## src/hdl/cep_pkg.sv

```systemverilog
// Constants, register map and helpers shared by the event trigger and PWM channel
package cep_pkg;

   // Register byte offsets on the Wishbone slave
   localparam logic [7:0] OFS_DUTY_LOW   = 8'h00;
   localparam logic [7:0] OFS_DUTY_HIGH  = 8'h04;
   localparam logic [7:0] OFS_CONTROL    = 8'h08;
   localparam logic [7:0] OFS_PERIOD     = 8'h0C;
   localparam logic [7:0] OFS_TIMER_CTRL = 8'h10;
   localparam logic [7:0] OFS_TIMER_CNT  = 8'h14;
   localparam logic [7:0] OFS_FLAGS      = 8'h18;
   localparam logic [7:0] OFS_ENABLES    = 8'h1C;
   localparam logic [7:0] OFS_PRIORITY   = 8'h20;

   // Channel control fields
   localparam int CTRL_MODE_LSB = 0;
   localparam int CTRL_DUTY_LSB = 4;
   localparam logic [7:0] CTRL_IMPL_MASK = 8'h3F;

   // Timer control fields
   localparam int TCTRL_PRE_LSB  = 0;
   localparam int TCTRL_ON_BIT   = 2;
   localparam int TCTRL_POST_LSB = 3;
   localparam logic [7:0] TCTRL_IMPL_MASK = 8'h7F;

   // Flag bit positions
   localparam int FLAG_FIRST_BIT = 0;
   localparam int FLAG_PWMT_BIT  = 1;
   localparam int FLAG_EVENT_BIT = 2;

   // Values after reset
   localparam logic [7:0] CTRL_RST     = 8'h00;
   localparam logic [7:0] DUTY_RST     = 8'h00;
   localparam logic [7:0] PERIOD_RST   = 8'hFF;
   localparam logic [7:0] TCTRL_RST    = 8'h00;
   localparam logic [7:0] FLAGS_RST    = 8'h00;
   localparam logic [7:0] ENABLES_RST  = 8'h00;
   localparam logic [7:0] PRIORITY_RST = 8'hFF;

   // Mode codes
   localparam logic [3:0] MODE_OFF     = 4'h0;
   localparam logic [3:0] MODE_TRIGGER = 4'hB;
   localparam logic [1:0] MODE_PWM_HI  = 2'h3;

   // Oscillator cycles per timer input cycle
   localparam int unsigned OSC_PER_CYCLE = 4;

   typedef enum logic [1:0] {
      CEP_PRE_1,
      CEP_PRE_4,
      CEP_PRE_16A,
      CEP_PRE_16B
   } cep_pre_t;

   function automatic logic cep_is_pwm(input logic [7:0] ctrl);
      return ctrl[CTRL_MODE_LSB+3 -: 2] == MODE_PWM_HI;
   endfunction

   function automatic logic [5:0] cep_pre_limit(input logic [1:0] sel);
      case (cep_pre_t'(sel))
         CEP_PRE_1: return 6'(OSC_PER_CYCLE - 1);
         CEP_PRE_4: return 6'(OSC_PER_CYCLE * 4 - 1);
         default:   return 6'(OSC_PER_CYCLE * 16 - 1);
      endcase
   endfunction

endpackage

```

## src/hdl/cep_base_timer.sv

```systemverilog
// Eight-bit PWM base timer with period match and output postscaler
`timescale 1ns/1ns
module cep_base_timer #(
   parameter int WIDTH = 8
) (
   // Clock and reset
   input  wire logic             clk,
   input  wire logic             reset,
   // Pacing and settings
   input  wire logic             tick,
   input  wire logic [WIDTH-1:0] period,
   input  wire logic [3:0]       post_sel,
   // Outputs
   output logic [WIDTH-1:0]      count_ff,
   output logic                  period_end,
   output logic                  post_event_ff
);

   logic [3:0] post_cnt_ff;

   assign period_end = tick && (count_ff == period);

   // Match with the period register wraps the count on the next increment
   always_ff @(posedge clk or posedge reset) begin
      if (reset) begin
         count_ff <= '0;
      end else if (period_end) begin
         count_ff <= '0;
      end else if (tick) begin
         count_ff <= count_ff + WIDTH'(1);
      end
   end

   // Postscaler only paces the timer event, never the period itself
   always_ff @(posedge clk or posedge reset) begin
      if (reset) begin
         post_cnt_ff   <= 4'h0;
         post_event_ff <= 1'b0;
      end else begin
         post_event_ff <= 1'b0;
         if (period_end) begin
            if (post_cnt_ff >= post_sel) begin
               post_cnt_ff   <= 4'h0;
               post_event_ff <= 1'b1;
            end else begin
               post_cnt_ff <= post_cnt_ff + 4'h1;
            end
         end
      end
   end

   a_period_wrap: assert property (@(posedge clk) disable iff (reset)
      period_end |=> count_ff == '0)
      else $error("timer did not clear after period match");

endmodule

```

## src/hdl/cep_channel.sv

```systemverilog
// Capture/compare channel: special event trigger and single-output PWM with Wishbone registers
//
// Contract
// - Special event trigger resets the first or third timer, whichever is selected.
// - Enhanced channel trigger also starts a conversion, only when converter enabled.
// - Trigger-caused timer reset never sets the first or third timer flag.
// - PWM mode drives the channel pin with up to ten-bit duty resolution.
// - Writing zero control forces the PWM latch low; port data latch untouched.
// - Timer equal to period clears the timer on the next increment.
// - Same increment sets the pin high unless duty is zero.
// - Same increment copies low duty byte and two bits into the buffer.
// - Timer postscaler affects only the timer event rate, not PWM period.
// - Duty is low byte as upper eight bits, control bits 5:4 lower two.
// - High time equals duty times oscillator period times prescale.
// - Duty writes allowed anytime; applied only at the end of a period.
// - In PWM mode the high duty byte is read-only; writes ignored.
// - Duty double-buffered in high byte plus hidden two-bit latch, no glitches.
// - Pin clears when buffered duty equals timer extended by two fine bits.
// - Buffered duty beyond the period never clears the pin that period.
// - Base timer prescale is 1, 4 or 16 input cycles per count.
// - Mode 0000 off and reset, 1011 trigger with flag, 11xx PWM.
`timescale 1ns/1ns
module cep_channel #(
   parameter bit ENHANCED = 1'b1
) (
   // Clock and reset
   input  wire logic        clk,
   input  wire logic        reset,
   // Wishbone slave
   input  wire logic        wb_cyc_i,
   input  wire logic        wb_stb_i,
   input  wire logic        wb_we_i,
   input  wire logic [7:0]  wb_adr_i,
   input  wire logic [3:0]  wb_sel_i,
   input  wire logic [31:0] wb_dat_i,
   output logic [31:0]      wb_dat_o,
   output logic             wb_ack_o,
   // Compare time bases and converter enable
   input  wire logic [15:0] first_timer_value,
   input  wire logic [15:0] third_timer_value,
   input  wire logic        third_timer_select,
   input  wire logic        first_timer_overflow,
   input  wire logic        adc_enabled,
   // Outputs
   output logic             first_timer_reset,
   output logic             third_timer_reset,
   output logic             adc_start,
   output logic             channel_pin
);

   // Registers
   logic [7:0]  duty_low_ff;
   logic [7:0]  duty_high_ff;
   logic [1:0]  duty_latch_ff;
   logic [7:0]  ctrl_ff;
   logic [7:0]  period_ff;
   logic [7:0]  tctrl_ff;
   logic [7:0]  flags_ff;
   logic [7:0]  enables_ff;
   logic [7:0]  priority_ff;
   logic        match_prev_ff;
   logic        ack_ff;
   logic [31:0] dat_ff;
   logic        pin_ff;
   logic        first_rst_ff;
   logic        third_rst_ff;
   logic        adc_ff;

   // Internal
   logic        req;
   logic        wr;
   logic [7:0]  wbyte;
   logic [7:0]  nxt_rdata;
   logic        pwm_mode;
   logic        trig_mode;
   logic        ctrl_zero_wr;
   logic        tick;
   logic [1:0]  fine;
   logic [7:0]  tmr_count;
   logic [7:0]  nxt_tmr_count;
   logic        period_end;
   logic        post_event;
   logic [9:0]  nxt_duty;
   logic        duty_match;
   logic [15:0] sel_timer;
   logic        cmp_match;
   logic        fire;

   assign req       = wb_cyc_i && wb_stb_i && !ack_ff;
   assign wr        = req && wb_we_i && wb_sel_i[0];
   assign wbyte     = wb_dat_i[7:0];
   assign pwm_mode  = cep_pkg::cep_is_pwm(ctrl_ff);
   assign trig_mode = ctrl_ff[cep_pkg::CTRL_MODE_LSB +: 4] == cep_pkg::MODE_TRIGGER;
   assign ctrl_zero_wr = wr && wb_adr_i == cep_pkg::OFS_CONTROL && wbyte == 8'h00;

   // Ten-bit duty assembled from low byte and control bits 5:4
   assign nxt_duty   = {duty_low_ff, ctrl_ff[cep_pkg::CTRL_DUTY_LSB +: 2]};
   // Position the timer reaches next cycle, so the registered pin falls on time
   assign nxt_tmr_count = period_end ? 8'h00 : (tick ? tmr_count + 8'h01 : tmr_count);
   // Buffered duty against the timer extended by fine bits; too large never matches
   assign duty_match = {duty_high_ff, duty_latch_ff} == {nxt_tmr_count, fine};

   assign sel_timer = third_timer_select ? third_timer_value : first_timer_value;
   assign cmp_match = {duty_high_ff, duty_low_ff} == sel_timer;
   // Fires once per match entry, so a held match does not retrigger
   assign fire      = trig_mode && cmp_match && !match_prev_ff;

   cep_prescaler u_prescaler (
      .clk     (clk),
      .reset   (reset),
      .run     (tctrl_ff[cep_pkg::TCTRL_ON_BIT]),
      .clear   (wr && wb_adr_i == cep_pkg::OFS_TIMER_CTRL),
      .pre_sel (tctrl_ff[cep_pkg::TCTRL_PRE_LSB +: 2]),
      .tick    (tick),
      .fine    (fine)
   );

   cep_base_timer #(
      .WIDTH (8)
   ) u_base_timer (
      .clk           (clk),
      .reset         (reset),
      .tick          (tick),
      .period        (period_ff),
      .post_sel      (tctrl_ff[cep_pkg::TCTRL_POST_LSB +: 4]),
      .count_ff      (tmr_count),
      .period_end    (period_end),
      .post_event_ff (post_event)
   );

   // Read data selection
   always_comb begin
      case (wb_adr_i)
         cep_pkg::OFS_DUTY_LOW:   nxt_rdata = duty_low_ff;
         cep_pkg::OFS_DUTY_HIGH:  nxt_rdata = duty_high_ff;
         cep_pkg::OFS_CONTROL:    nxt_rdata = ctrl_ff;
         cep_pkg::OFS_PERIOD:     nxt_rdata = period_ff;
         cep_pkg::OFS_TIMER_CTRL: nxt_rdata = tctrl_ff;
         cep_pkg::OFS_TIMER_CNT:  nxt_rdata = tmr_count;
         cep_pkg::OFS_FLAGS:      nxt_rdata = flags_ff;
         cep_pkg::OFS_ENABLES:    nxt_rdata = enables_ff;
         cep_pkg::OFS_PRIORITY:   nxt_rdata = priority_ff;
         default:                 nxt_rdata = 8'h00;
      endcase
   end

   // Bus answer: one wait state, ack for exactly one cycle
   always_ff @(posedge clk or posedge reset) begin
      if (reset) begin
         ack_ff <= 1'b0;
         dat_ff <= 32'h0000_0000;
      end else begin
         ack_ff <= req;
         if (req) begin
            dat_ff <= {24'h00_0000, nxt_rdata};
         end
      end
   end

   // Plain configuration registers
   always_ff @(posedge clk or posedge reset) begin
      if (reset) begin
         duty_low_ff <= cep_pkg::DUTY_RST;
         period_ff   <= cep_pkg::PERIOD_RST;
         tctrl_ff    <= cep_pkg::TCTRL_RST;
         enables_ff  <= cep_pkg::ENABLES_RST;
         priority_ff <= cep_pkg::PRIORITY_RST;
      end else if (wr) begin
         case (wb_adr_i)
            cep_pkg::OFS_DUTY_LOW:   duty_low_ff <= wbyte;
            cep_pkg::OFS_PERIOD:     period_ff   <= wbyte;
            cep_pkg::OFS_TIMER_CTRL: tctrl_ff    <= wbyte & cep_pkg::TCTRL_IMPL_MASK;
            cep_pkg::OFS_ENABLES:    enables_ff  <= wbyte;
            cep_pkg::OFS_PRIORITY:   priority_ff <= wbyte;
            default: ;
         endcase
      end
   end

   // Channel control; upper two bits read as zero
   always_ff @(posedge clk or posedge reset) begin
      if (reset) begin
         ctrl_ff <= cep_pkg::CTRL_RST;
      end else if (wr && wb_adr_i == cep_pkg::OFS_CONTROL) begin
         ctrl_ff <= wbyte & cep_pkg::CTRL_IMPL_MASK;
      end
   end

   // Duty buffer: loads only at the period end while in PWM
   // Software may write the high byte only outside PWM
   always_ff @(posedge clk or posedge reset) begin
      if (reset) begin
         duty_high_ff  <= cep_pkg::DUTY_RST;
         duty_latch_ff <= 2'h0;
      end else if (pwm_mode && period_end) begin
         duty_high_ff  <= nxt_duty[9:2];
         duty_latch_ff <= nxt_duty[1:0];
      end else if (!pwm_mode && wr && wb_adr_i == cep_pkg::OFS_DUTY_HIGH) begin
         duty_high_ff <= wbyte;
      end
   end

   // PWM output latch
   always_ff @(posedge clk or posedge reset) begin
      if (reset) begin
         pin_ff <= 1'b0;
      end else if (ctrl_zero_wr || !pwm_mode) begin
         // Only the PWM latch is cleared; no port data latch lives here
         pin_ff <= 1'b0;
      end else if (period_end) begin
         // Set at period start unless the new duty is zero
         pin_ff <= nxt_duty != 10'h000;
      end else if (duty_match) begin
         pin_ff <= 1'b0;
      end
   end

   // Special event trigger pulses toward timers and converter
   always_ff @(posedge clk or posedge reset) begin
      if (reset) begin
         match_prev_ff <= 1'b0;
         first_rst_ff  <= 1'b0;
         third_rst_ff  <= 1'b0;
         adc_ff        <= 1'b0;
      end else if (ctrl_zero_wr) begin
         match_prev_ff <= 1'b0;
         first_rst_ff  <= 1'b0;
         third_rst_ff  <= 1'b0;
         adc_ff        <= 1'b0;
      end else begin
         match_prev_ff <= trig_mode && cmp_match;
         first_rst_ff  <= fire && !third_timer_select;
         third_rst_ff  <= fire && third_timer_select;
         adc_ff        <= fire && adc_enabled && ENHANCED;
      end
   end

   // Flags: hardware set wins over a software write in the same cycle
   always_ff @(posedge clk or posedge reset) begin
      if (reset) begin
         flags_ff <= cep_pkg::FLAGS_RST;
      end else begin
         if (wr && wb_adr_i == cep_pkg::OFS_FLAGS) begin
            flags_ff <= wbyte;
         end
         if (fire) begin
            flags_ff[cep_pkg::FLAG_EVENT_BIT] <= 1'b1;
         end
         if (post_event) begin
            flags_ff[cep_pkg::FLAG_PWMT_BIT] <= 1'b1;
         end
         // An overflow coinciding with our own reset pulse is its echo, not a wrap
         if (first_timer_overflow && !first_rst_ff) begin
            flags_ff[cep_pkg::FLAG_FIRST_BIT] <= 1'b1;
         end
      end
   end

   assign wb_ack_o          = ack_ff;
   assign wb_dat_o          = dat_ff;
   assign channel_pin       = pin_ff;
   assign first_timer_reset = first_rst_ff;
   assign third_timer_reset = third_rst_ff;
   assign adc_start         = adc_ff;

   a_first_reset_sel: assert property (@(posedge clk) disable iff (reset)
      fire && !third_timer_select && !ctrl_zero_wr |=> first_timer_reset && !third_timer_reset)
      else $error("trigger did not reset the selected first timer");

   a_adc_start_gate: assert property (@(posedge clk) disable iff (reset)
      adc_start |-> $past(adc_enabled) && $past(fire))
      else $error("conversion started without an enabled converter");

   a_no_timer_flag: assert property (@(posedge clk) disable iff (reset)
      $rose(flags_ff[cep_pkg::FLAG_FIRST_BIT]) |->
         $past(first_timer_overflow && !first_rst_ff) || $past(wr && wb_adr_i == cep_pkg::OFS_FLAGS))
      else $error("first timer flag set by trigger reset");

   a_ctrl_zero_pin: assert property (@(posedge clk) disable iff (reset)
      ctrl_zero_wr |=> !channel_pin [*2])
      else $error("PWM latch not low after control cleared");

   a_period_set: assert property (@(posedge clk) disable iff (reset)
      pwm_mode && period_end && !wr |=> channel_pin == ($past(nxt_duty) != 10'h000))
      else $error("pin not set correctly at period start");

   a_duty_copy: assert property (@(posedge clk) disable iff (reset)
      pwm_mode && period_end |=> {duty_high_ff, duty_latch_ff} == $past(nxt_duty))
      else $error("duty not copied into buffer at period end");

   a_mid_hold: assert property (@(posedge clk) disable iff (reset)
      pwm_mode && !period_end |=> $stable(duty_latch_ff) && $stable(duty_high_ff))
      else $error("buffered duty changed inside a period");

   a_duty_clear: assert property (@(posedge clk) disable iff (reset)
      pwm_mode && !period_end && duty_match |=> !channel_pin)
      else $error("pin not cleared at duty match");

   a_trigger_flag: assert property (@(posedge clk) disable iff (reset)
      fire |=> flags_ff[cep_pkg::FLAG_EVENT_BIT] ##1 first_timer_reset || third_timer_reset ||
         flags_ff[cep_pkg::FLAG_EVENT_BIT] || $past(wr))
      else $error("trigger did not set the channel flag");

   a_third_reset_sel: assert property (@(posedge clk) disable iff (reset)
      fire && third_timer_select && !ctrl_zero_wr |=> third_timer_reset && !first_timer_reset)
      else $error("trigger did not reset the selected third timer");

   a_resets_exclusive: assert property (@(posedge clk) disable iff (reset)
      !(first_timer_reset && third_timer_reset))
      else $error("both timers reset by one trigger");

   a_reset_one_cycle: assert property (@(posedge clk) disable iff (reset)
      first_timer_reset || third_timer_reset |=> !first_timer_reset && !third_timer_reset)
      else $error("timer reset pulse longer than one cycle");

   a_adc_start_on: assert property (@(posedge clk) disable iff (reset)
      ENHANCED && fire && adc_enabled && !ctrl_zero_wr |=> adc_start)
      else $error("trigger did not start a conversion");

   a_echo_no_flag: assert property (@(posedge clk) disable iff (reset)
      first_timer_reset && first_timer_overflow && !flags_ff[cep_pkg::FLAG_FIRST_BIT] &&
         !(wr && wb_adr_i == cep_pkg::OFS_FLAGS) |=> !flags_ff[cep_pkg::FLAG_FIRST_BIT])
      else $error("trigger echo raised the first timer flag");

   a_count_step: assert property (@(posedge clk) disable iff (reset)
      tick && !period_end |=> tmr_count == $past(tmr_count) + 8'h01)
      else $error("base timer did not advance on its tick");

   a_pin_rise_start: assert property (@(posedge clk) disable iff (reset)
      $rose(channel_pin) |-> $past(pwm_mode && period_end))
      else $error("pin rose away from a period start");

   a_high_locked: assert property (@(posedge clk) disable iff (reset)
      pwm_mode && !period_end && wr && wb_adr_i == cep_pkg::OFS_DUTY_HIGH |=> $stable(duty_high_ff))
      else $error("high duty byte written in PWM mode");

   a_off_pin_low: assert property (@(posedge clk) disable iff (reset)
      !pwm_mode |=> !channel_pin)
      else $error("pin driven outside PWM mode");

   a_fire_once: assert property (@(posedge clk) disable iff (reset)
      fire |=> !fire)
      else $error("held compare match fired twice");

endmodule

```

## src/hdl/cep_prescaler.sv

```systemverilog
// Prescaler that paces the PWM base timer and supplies the two fine duty bits
`timescale 1ns/1ns
module cep_prescaler (
   // Clock and reset
   input  wire logic       clk,
   input  wire logic       reset,
   // Control
   input  wire logic       run,
   input  wire logic       clear,
   input  wire logic [1:0] pre_sel,
   // Outputs
   output logic            tick,
   output logic [1:0]      fine
);

   logic [5:0] cnt_ff;
   logic [5:0] limit;
   logic [5:0] nxt_cnt;

   assign limit   = cep_pkg::cep_pre_limit(pre_sel);
   assign tick    = run && (cnt_ff >= limit);
   assign nxt_cnt = (clear || tick) ? 6'h00 : (run ? cnt_ff + 6'h01 : cnt_ff);

   // Fine bits of the coming cycle: the pin is registered, so the match leads by one
   always_comb begin
      case (cep_pkg::cep_pre_t'(pre_sel))
         cep_pkg::CEP_PRE_1: fine = nxt_cnt[1:0];
         cep_pkg::CEP_PRE_4: fine = nxt_cnt[3:2];
         default:            fine = nxt_cnt[5:4];
      endcase
   end

   // One tick every 4, 16 or 64 oscillator cycles
   always_ff @(posedge clk or posedge reset) begin
      if (reset) begin
         cnt_ff <= 6'h00;
      end else begin
         cnt_ff <= nxt_cnt;
      end
   end

   a_tick_spacing: assert property (@(posedge clk) disable iff (reset)
      tick && !clear && pre_sel == 2'h0 |=> !tick [*3])
      else $error("prescaler ticked early at prescale one");

endmodule

```

## config.mk

```make
export PLATFORM = sky130hd
export DESIGN_NAME = cep_channel
export DESIGN_NICKNAME = d
export VERILOG_FILES = /design/src/hdl/cep_pkg.sv /design/src/hdl/cep_base_timer.sv /design/src/hdl/cep_channel.sv /design/src/hdl/cep_prescaler.sv
export SDC_FILE = /design/constraint.sdc
export NUM_CORES = 1
export LEC_CHECK = 0
export BUFFER_PORTS_ARGS = -buffer_cell sky130_fd_sc_hd__buf_2
export CAP_MARGIN = 40
export CORE_MARGIN = 2
export CORE_UTILIZATION = 52
export DETAILED_ROUTE_END_ITERATION = 16
export GPL_TIMING_DRIVEN = 1
export HOLD_SLACK_MARGIN = 0.06
export PLACE_DENSITY = 0.77
export SKIP_CTS_REPAIR_TIMING = 1
export SYNTH_ARGS = -nofsm -noshare
export SYNTH_HDL_FRONTEND = slang
export SYNTH_SLANG_ARGS = --single-unit
```

## constraint.sdc

```tcl
create_clock -name clk -period 6.6 [get_ports clk]
set_input_delay 0.33 -clock clk [delete_from_list [all_inputs] [get_ports clk]]
set_output_delay 0.33 -clock clk [all_outputs]
set_load 0.005 [all_outputs]
```

=== Yosys cells after proc, flatten, opt, wreduce, memory -nomap -nowiden ===
Index checks and enable logic that the tools add are counted.

* Logic and storage cells: 106
* Bits of input ports: 84
* Output and inout bits: 37
* Bits in registers: 96

* $add $sub $neg: 3
* Equality and inequality tests: 14
* Magnitude comparators: 2
* Reductions and logical operators: 40
* Mux-type cells: 24

{| class="wikitable"
|+ Operator list
! operator !! number
|-
| $pmux 8 s9 || 1
|-
| $eq 8x5->1 const B || 4
|-
| $mux 8 || 4
|-
| $logic_and 1x1->1 || 19
|-
| $eq 16x16->1 || 1
|-
| $eq 8x4->1 const B || 2
|-
| $logic_not 8->1 || 2
|-
| $mux 16 || 1
|-
| $mux 1 || 12
|-
| $mux 6 || 2
|-
| $pmux 6 s2 || 1
|-
| $eq 10x10->1 || 1
|-
| $reduce_and 2->1 || 5
|-
| $reduce_bool 10->1 || 1
|-
| $add 8x1->8 const B || 1
|-
| $eq 8x3->1 const B || 1
|-
| $eq 8x6->1 const B || 1
|-
| $eq 8x8->1 || 1
|-
| $reduce_bool 2->1 || 4
|-
| $add 6x1->6 const B || 1
|-
| $ge 6x6->1 || 1
|-
| $logic_not 1->1 || 5
|-
| $add 4x1->4 const B || 1
|-
| $eq 4x4->1 const B || 1
|-
| 9 further kinds || 10
|}

=== Logic depth before layout (Yosys ltp) ===
Gate-level depths: netlist of run 1.

* Word-level depth: 12
* Depth in mapped cells: 11

=== Cells and area by module ===
A second synthesis of run 1 with hierarchy kept.

* Cells, all modules: 559
* Area, all modules: 6002.0 sq um

{| class="wikitable"
|+ By module, submodules not included
! module !! area each (sq um) !! cells an instance !! times used
|-
| cep_channel || 4645.7 || 421 || 1
|-
| cep_base_timer || 860.8 || 88 || 1
|-
| cep_prescaler || 495.5 || 50 || 1
|}

=== Least setup slack after synthesis of run 1 ===
OpenSTA, ideal clock, no wires.

* Path type: register -> register
* Start point: register tctrl_ff[1]
* End point: register pin_ff, in the netlist channel_pin
* Cell stages (with the launch flop): 11
* Library setup time: 124 ps
* Arrival time: 2266 ps
* Data required time: 6476 ps
* Path buffers: 0
* Path slack: 4210 ps
* Cells stage by stage: dfrtp_1 > inv_1 > ha_1 > a21oi_1 > nor2b_1 > a21o_1 > a2111oi_1 > xor2_1 > a221oi_2 > nand3_1 > o31a_1

* Cells in the longest elaborated chain, start to end: 9
* Elaborated cells between the ends (all ways): 15
* Those cells by class: 1 x order compare; 2 x eq/ne; 7 x mux; 5 x reduce/logical

{| class="wikitable"
|+ RTL lines
! item !! line !! text
|-
| from (decl) || cep_channel.sv:57 || <nowiki>logic [7:0] tctrl_ff;</nowiki>
|-
| from (signal assigned) || cep_channel.sv:165 || <nowiki>tctrl_ff <= cep_pkg::TCTRL_RST;</nowiki>
|-
| from (signal assigned) || cep_channel.sv:172 || <nowiki>cep_pkg::OFS_TIMER_CTRL: tctrl_ff <= wbyte & cep_pkg::TCTRL_IMPL_MASK;</nowiki>
|-
| $eq 2x1->1 or $logic_not 2->1 (tied branches) || cep_pkg.sv:60, cep_prescaler.sv:26 ||
|-
| $pmux 6 s2 || cep_pkg.sv:60 || <nowiki>case (cep_pre_t'(sel))</nowiki>
|-
| $ge 6x6->1 || cep_prescaler.sv:21 || <nowiki>assign tick = run && (cnt_ff >= limit);</nowiki>
|-
| $logic_and 1x1->1 || cep_prescaler.sv:21 ||
|-
| $logic_or 1x1->1 || cep_prescaler.sv:22 || <nowiki>assign nxt_cnt = (clear || tick) ? 6'h00 : (run ? cnt_ff + 6'h01 : cnt_ff);</nowiki>
|-
| $mux 6 || cep_prescaler.sv:22 ||
|-
| $pmux 2 s2 || cep_prescaler.sv:26 || <nowiki>case (cep_pkg::cep_pre_t'(pre_sel))</nowiki>
|-
| $eq 10x10->1 || cep_channel.sv:101 || <nowiki>assign duty_match = {duty_high_ff, duty_latch_ff} == {nxt_tmr_count, fine};</nowiki>
|-
| $reduce_bool 3->1 (no source line) || - ||
|-
| to (signal assigned) || cep_channel.sv:206 || <nowiki>pin_ff <= 1'b0;</nowiki>
|-
| to (signal assigned) || cep_channel.sv:209 || <nowiki>pin_ff <= 1'b0;</nowiki>
|-
| to (signal assigned) || cep_channel.sv:212 || <nowiki>pin_ff <= nxt_duty != 10'h000;</nowiki>
|-
| to (decl) || cep_channel.sv:64 || <nowiki>logic pin_ff;</nowiki>
|}

Parallel ways exist; a longest one is shown, timed or not.
A chain may end at the register's enable or synchronous reset.

=== Final worst setup path of run 1 ===
* Start point: register tctrl_ff[1]
* End point: register duty_high_ff[2]

* Cells in the longest elaborated chain, start to end: 7
* Elaborated cells between the ends (all ways): 9
* Those cells by class: 1 x order compare; 1 x eq/ne; 2 x mux; 5 x reduce/logical

{| class="wikitable"
|+ RTL lines
! item !! line !! text
|-
| $eq 2x1->1 or $logic_not 2->1 (tied branches) || cep_pkg.sv:60 ||
|-
| $pmux 6 s2 * || cep_pkg.sv:60 ||
|-
| $ge 6x6->1 * || cep_prescaler.sv:21 ||
|-
| $logic_and 1x1->1 * || cep_prescaler.sv:21 ||
|-
| $logic_and 1x1->1 * || cep_base_timer.sv:21 || <nowiki>assign period_end = tick && (count_ff == period);</nowiki>
|-
| $logic_and 1x1->1 * || cep_channel.sv:195 || <nowiki>end else if (pwm_mode && period_end) begin</nowiki>
|-
| $mux 8 or $reduce_bool 2->1 (tied branches) || - ||
|-
| to (signal assigned) || cep_channel.sv:193 || <nowiki>duty_high_ff <= cep_pkg::DUTY_RST;</nowiki>
|-
| to (signal assigned) || cep_channel.sv:196 || <nowiki>duty_high_ff <= nxt_duty[9:2];</nowiki>
|-
| to (signal assigned) || cep_channel.sv:199 || <nowiki>duty_high_ff <= wbyte;</nowiki>
|-
| to (decl) || cep_channel.sv:53 || <nowiki>logic [7:0] duty_high_ff;</nowiki>
|}

Mark *: on every way between the ends. The rest lies on a longest branch, timed or not.

==> flow_summary.yaml, run 1 <==
timing:
  period_minus_slack_ns: 3.34
  worstMarginPinSlew_ns: 0.879
  fin_worst_skew_ns: 0.0107
  finalSetupTns_ns: 0
  rsz0062_at_grt: "no"
  timing.final.crit_share: 0.506
  hold_viol_final: 0
  setup_viol: 0
  slew_viol_final: 0
  clock.fmax_mhz: 299
  timing.final.ws_setup_ns: 3.26
  slew_headroom: 0.412
placed_design:
  dp_cells: 719
  dpl.hpwl_mm: 10.6
  place_area_um2: 5910
  gp_congestion: 0.948
  numPortBuffers: 69
  dp_slack_ns: 3.35
floorplanning:
  io_pins: 121
  row_count: 37
  die_h_um: 108
  die-area_um2: 11600
  coreArea_um2: 10400
  start_util: 0.538
  die_w_um: 108
final_layout:
  layout.cells.non_filler: 735
  antenna_cells: 0
  areaGrowthSynthToFinish_pct: 9.44
  nets: 687
  drive_above_1_share: 0.280
  post-route-cell-area_um2: 6130
drt:
  num_vias: 4519
  drt-initial-drc-count: 401
  firstDrtPassIters: 5
  ant_nets: 0
  drc_errors: 0
  viasPerCell: 6.15
  post_drt_wl_per_cell_um: 19.4
  wl_mm: 14.2
critical_path:
  endpoint_kind: "flop"
  cp.required_ns: 6.86
  reg2reg_from: "tctrl_ff[1]"
  startpoint: "tctrl_ff[1]"
  worstSetupStartpointType: "flop"
  worstSetupPathType: "flop to flop"
  cp.arrival_ns: 3.60
  worstPathMaxFanout: 13
logic_synthesis:
  synth.cell_area_um2: 5600
  synthTopCellsByCount: "dfrtp_1 (80), mux2_2 (48), nand2_1 (44)"
  yosysTopAreaCell: "dfrtp_1"
  synth_area_leaders: "dfrtp_1 (36%), mux2_2 (9.6%), dfstp_2 (7.5%)"
  synth_seq_cells: 96
  ys.flop_type: "dfrtp_1"
  syn_avg_cell_area_um2: 10.5
  netlist.area_leader.share: 0.357
  netlist_instances: 536
  yosysSeqAreaShare: 0.432
  yosys_warnings: 0
  yosysMostFrequentCell: "dfrtp_1"
  synth_cell_types: 60
  synth_edf_count: 0
  synthArstFlopShare: 1.00
clocking:
  clock_latency_ns: 0.37
  cts-root-buf: "clkbuf_8"
  tritoncts: "done"
  clock_path_buffers: 2
  cts_htree_levels: 3
  numClockSinks: 96
  numCtsBuffers: 9
  clk_pin_slew_ns: 0.09
pwr:
  p_switching_w: 0.000265
  p_comb_frac: 0.071
  seqPwrFrac: 0.537
  p_per_area_nw_per_um2: 181
  clkPwrFrac: 0.392
  p_sw_frac: 0.238
  p_leak_nw: 2.95
  internal_power_w: 0.000848
  ir_drop_mv: 0.150
  design_power_total_w: 0.00111
global_route:
  grt_pass1_wl_mm: 22.4
  grt_usage: 0.254
  grt_max_degree: 56
  grt_pass1_vias: 4299
  antenna_found_initial: 0
  use_met1: 0.347
  met2_usage: 0.414
  grt_overflow_total: 0
  use_met3: 0.0387
  grt_busiest_layer: "met2"
status:
  status: "completed"
run:
  max_cap_viol_count: 0
min_path:
  hold_path_class: "input port to async pin"
-- cells by family after synthesis --
| family | count (synthesis) | share of synthesized area |
|---|---|---|
| DFF | 96 | 0.432 |
| adders and majority gates | 9 | 0.0201 |
| muxes | 67 | 0.130 |
| other | 1 | 0.000669 |
| xor gates and xnor gates | 34 | 0.0531 |
| and+or+nand+nor | 155 | 0.155 |
| AOI/OAI and AO/OA | 112 | 0.143 |
| buffers and inverters | 62 | 0.0659 |
-- power by group through the flow --
stage / Clock, W / Sequential [W] / Combinational, W
after global routing: 0.000465 / 0.000598 / 0.0000878
after floorplan: 0 / 0.000607 / 0.0000564
after detailed placement: 0 / 0.000609 / 0.0000789
final: 0.000436 / 0.000597 / 0.0000785
after global placement: 0 / 0.000608 / 0.0000764
after CTS: 0.000443 / 0.000597 / 0.0000790
-- through the flow --
step / hold slack (ns) / utilization
finish: 0.0491 / 0.589
global route: 0.113 / 0.589
floorplan: 0.413 / -
CTS: 0.0647 / 0.589
detailed placement: 0.468 / 0.567
global placement: 0.440 / 0.567
-- critical path, stage by stage (launching register included) --
cell and delay [ns]:
dfrtp_1 0.52, inv_1 0.15, ha_1 0.33, a21oi_1 0.10, nor2b_1 0.19, a21o_1 0.39
nand2_1 0.35, nor2_1 0.65, nor2_1 0.31, nand2_1 0.15, nand2_1 0.07
-- per-layer routing --
metal	up-vias	wire, um
li1	2042	-
met1	2228	6000
met2	225	6910
met3	24	1090
met4	0	246
met5	-	0
-- cell type report --
| type | instances | area [um2] |
|---|---|---|
| clock buffer | 10 | 138 |
| inverter | 16 | 61.3 |
| sequential | 96 | 2420 |
| tap | 136 | 170 |
| clock inverter | 6 | 90.1 |
| fill | 886 | 4280 |
| timing repair buffer | 70 | 353 |
| multi-input combinational | 401 | 2900 |
-- path summary, 6_finish.rpt --
path                            cells past startpoint  slack [ns]              end
worst max-delay path                               10        3.26  duty_high_ff[2]
worst min-delay path                                2        0.05      tctrl_ff[3]
worst max register to register                     10        3.26  duty_high_ff[2]
worst min register to register                      1        0.47      flags_ff[0]
max in group asynchronous                           3        5.41  duty_high_ff[5]
min in group clk                                    2        0.18        adc_start
-- cells in the final DEF (no fill, tap or decap), drive strengths merged, types with 4 or more instances in the layout --
master,Yosys,layout
o31ai,7,7
a21o,6,6
xnor2,14,14
inv,16,16
dfrtp,80,80
a221oi,9,9
a222oi,8,8
nand2,44,44
xor2,20,20
conb,1,24
nor4,10,10
nand2b,8,8
a22oi,24,24
a21oi,10,10
buf,39,70
nand3,21,21
nand3b,4,4
nor3,12,12
nor2b,11,11
mux2,48,48
mux2i,19,19
nor2,24,24
dfstp,16,16
ha,9,9
clkbuf,7,10
nand4,5,5
o21ai,29,29
-- sequential cells by signal, indices dropped and copies added, names as in the netlist, 2 cells and up --
name                      count
ctrl_ff                       6
flags_ff                      8
wb_dat_o                      8
u_base_timer.count_ff         8
u_prescaler.cnt_ff            6
priority_ff                   8
u_base_timer.post_cnt_ff      4
tctrl_ff                      7
duty_low_ff                   8
enables_ff                    8
duty_latch_ff                 2
duty_high_ff                  8
period_ff                     8
Note: power is estimated with default switching activity, not from simulation.
==> run 2: changes to the inputs <==
--- a/config.mk
+++ b/config.mk
@@ -8,7 +8,7 @@
 export BUFFER_PORTS_ARGS = -buffer_cell sky130_fd_sc_hd__buf_2
 export CAP_MARGIN = 40
 export CORE_MARGIN = 2
-export CORE_UTILIZATION = 52
+export CORE_UTILIZATION = 50
 export DETAILED_ROUTE_END_ITERATION = 16
 export GPL_TIMING_DRIVEN = 1
 export HOLD_SLACK_MARGIN = 0.06
==> constraint.sdc (replaced) <==
create_clock -name clk -period 2.83 [get_ports clk]
set_input_delay 0.1415 -clock clk [delete_from_list [all_inputs] [get_ports clk]]
set_output_delay 0.1415 -clock clk [all_outputs]
set_load 0.005 [all_outputs]
==> flow_summary.yaml, run 2 (synthesis gave the netlist of run 1 again) <==
timing:
  worstMarginPinSlew_ns: 0.721
  hold_viol_final: 0
  fin_worst_skew_ns: 0.0147
  slew_viol_final: 0
  rsz0062_at_grt: "no"
  timing.final.crit_share: 0.919
  clock.fmax_mhz: 385
  slew_headroom: 0.517
  timing.final.ws_setup_ns: 0.229
  finalSetupTns_ns: 0
  setup_viol: 0
  period_minus_slack_ns: 2.60
placed_design:
  dp_cells: 744
  numPortBuffers: 69
  dp_slack_ns: 0.276
  gp_congestion: 0.980
  dpl.hpwl_mm: 11.2
min_path:
  hold_start: "wb_stb_i"
  hold_path_class: "input port to flop"
pwr:
  clkPwrFrac: 0.369
  ir_drop_mv: 0.338
  seqPwrFrac: 0.554
  p_leak_nw: 3.06
  p_sw_frac: 0.246
  internal_power_w: 0.00190
  p_switching_w: 0.000620
  p_comb_frac: 0.077
  p_per_area_nw_per_um2: 398
floorplanning:
  start_util: 0.515
  die_w_um: 110
  die-area_um2: 12100
  row_count: 38
  die_h_um: 110
  coreArea_um2: 10900
  io_pins: 121
critical_path:
  cp.required_ns: 3.09
  startpoint: "tctrl_ff[1]"
  cp.arrival_ns: 2.86
  worstSetupStartpointType: "flop"
  worstSetupPathType: "flop to flop"
  reg2reg_from: "tctrl_ff[1]"
  endpoint_kind: "flop"
  worstPathMaxFanout: 12
final_layout:
  drive_above_1_share: 0.302
  nets: 711
  final_cell_mix: "dfrtp_1 (80), buf_2 (69), mux2_2 (48), nand2_1 (44), o21ai_0 (29)"
  areaGrowthSynthToFinish_pct: 12.7
  layout.cells.non_filler: 763
  final_common_cell: "dfrtp_1"
  antenna_cells: 0
  fill_cells: 955
global_route:
  grt_usage: 0.258
  met2_usage: 0.405
  grt_busiest_layer: "met2"
  grt_max_degree: 57
  grt_pass1_wl_mm: 23.1
  use_met1: 0.352
  grt_pass1_vias: 4342
  use_met3: 0.0593
  antenna_found_initial: 0
  grt_overflow_total: 0
clocking:
  cts-root-buf: "clkbuf_8"
  clk_pin_slew_ns: 0.10
  tritoncts: "done"
  clock_latency_ns: 0.37
  cts_htree_levels: 3
  numCtsBuffers: 9
  clock_path_buffers: 2
  numClockSinks: 96
run:
  max_cap_viol_count: 0
status:
  status: "completed"
drt:
  wl_mm: 15.0
  num_vias: 4646
  viasPerCell: 6.09
  drt-initial-drc-count: 416
  post_drt_wl_per_cell_um: 19.7
  ant_nets: 0
  drc_errors: 0
  firstDrtPassIters: 5
run 2: cell count changes in the layout (fill, tap and decap cells not counted), sizes merged:
cell,delta
buf,+21
bufinv,-1
clkbuf,+2
clkinv,-1
clkinvlp,+1
dlygate4sd3,+3
inv,-1
run 2: worst paths after layout:
kind	end	slack [ns]	depth (start not counted)
min in group asynchronous	enables_ff[4]	0.39	3
worst min-delay path	wb_ack_o	0.07	3
worst max register to register	channel_pin	0.23	10
max in group asynchronous	period_ff[1]	1.66	4
worst min register to register	flags_ff[0]	0.47	1
worst max-delay path	channel_pin	0.23	10
run 2: worst max-delay path, stage by stage (launching register included):
cell       delay, ns
dfrtp_1         0.37
inv_1           0.09
ha_1            0.33
a21oi_1         0.11
nor2b_1         0.21
a21o_1          0.15
buf_4           0.20
nand2b_2        0.14
o31ai_1         0.48
o2111ai_1       0.16
o31a_1          0.26
run 2: per-stage QoR:
step | hold slack [ns] | area [um2] | utilization | total power (W)
finish | 0.0715 | 6320 | 0.580 | 0.00251
global route | 0.0860 | 6320 | 0.580 | 0.00260
CTS | -0.129 | 6280 | 0.577 | 0.00252
detailed placement | 0.277 | 6080 | 0.558 | 0.00161
global placement | 0.272 | 6080 | 0.558 | 0.00160
floorplan | 0.258 | 5690 | - | 0.00155
run 2: final cells by class:
cell class / count / area (um2) / area share
Tap cell: 140 / 175 / 0.0277
Multi-Input combinational cell: 401 / 2910 / 0.460
Inverter: 16 / 61.3 / 0.00971
Clock buffer: 12 / 145 / 0.0230
Sequential cell: 96 / 2420 / 0.384
Timing Repair Buffer: 94 / 553 / 0.0876
Clock inverter: 4 / 53.8 / 0.00852
run 2: routing by layer:
layer / up-vias / share of wire
li1: 2083 / -
met1: 2274 / 0.41
met2: 260 / 0.47
met3: 29 / 0.094
met4: 0 / 0.025
met5: - / 0
run 2: power groups by stage:
| stage | registers (W) | clock network [W] | logic (W) |
|---|---|---|---|
| 3_5_place_dp | 0.00142 | 0 | 0.000190 |
| 3_3_place_gp | 0.00142 | 0 | 0.000183 |
| 4_1_cts | 0.00139 | 0.000936 | 0.000190 |
| 5_1_grt | 0.00139 | 0.000990 | 0.000218 |
| 2_1_floorplan | 0.00142 | 0 | 0.000131 |
| 6_report | 0.00139 | 0.000928 | 0.000193 |
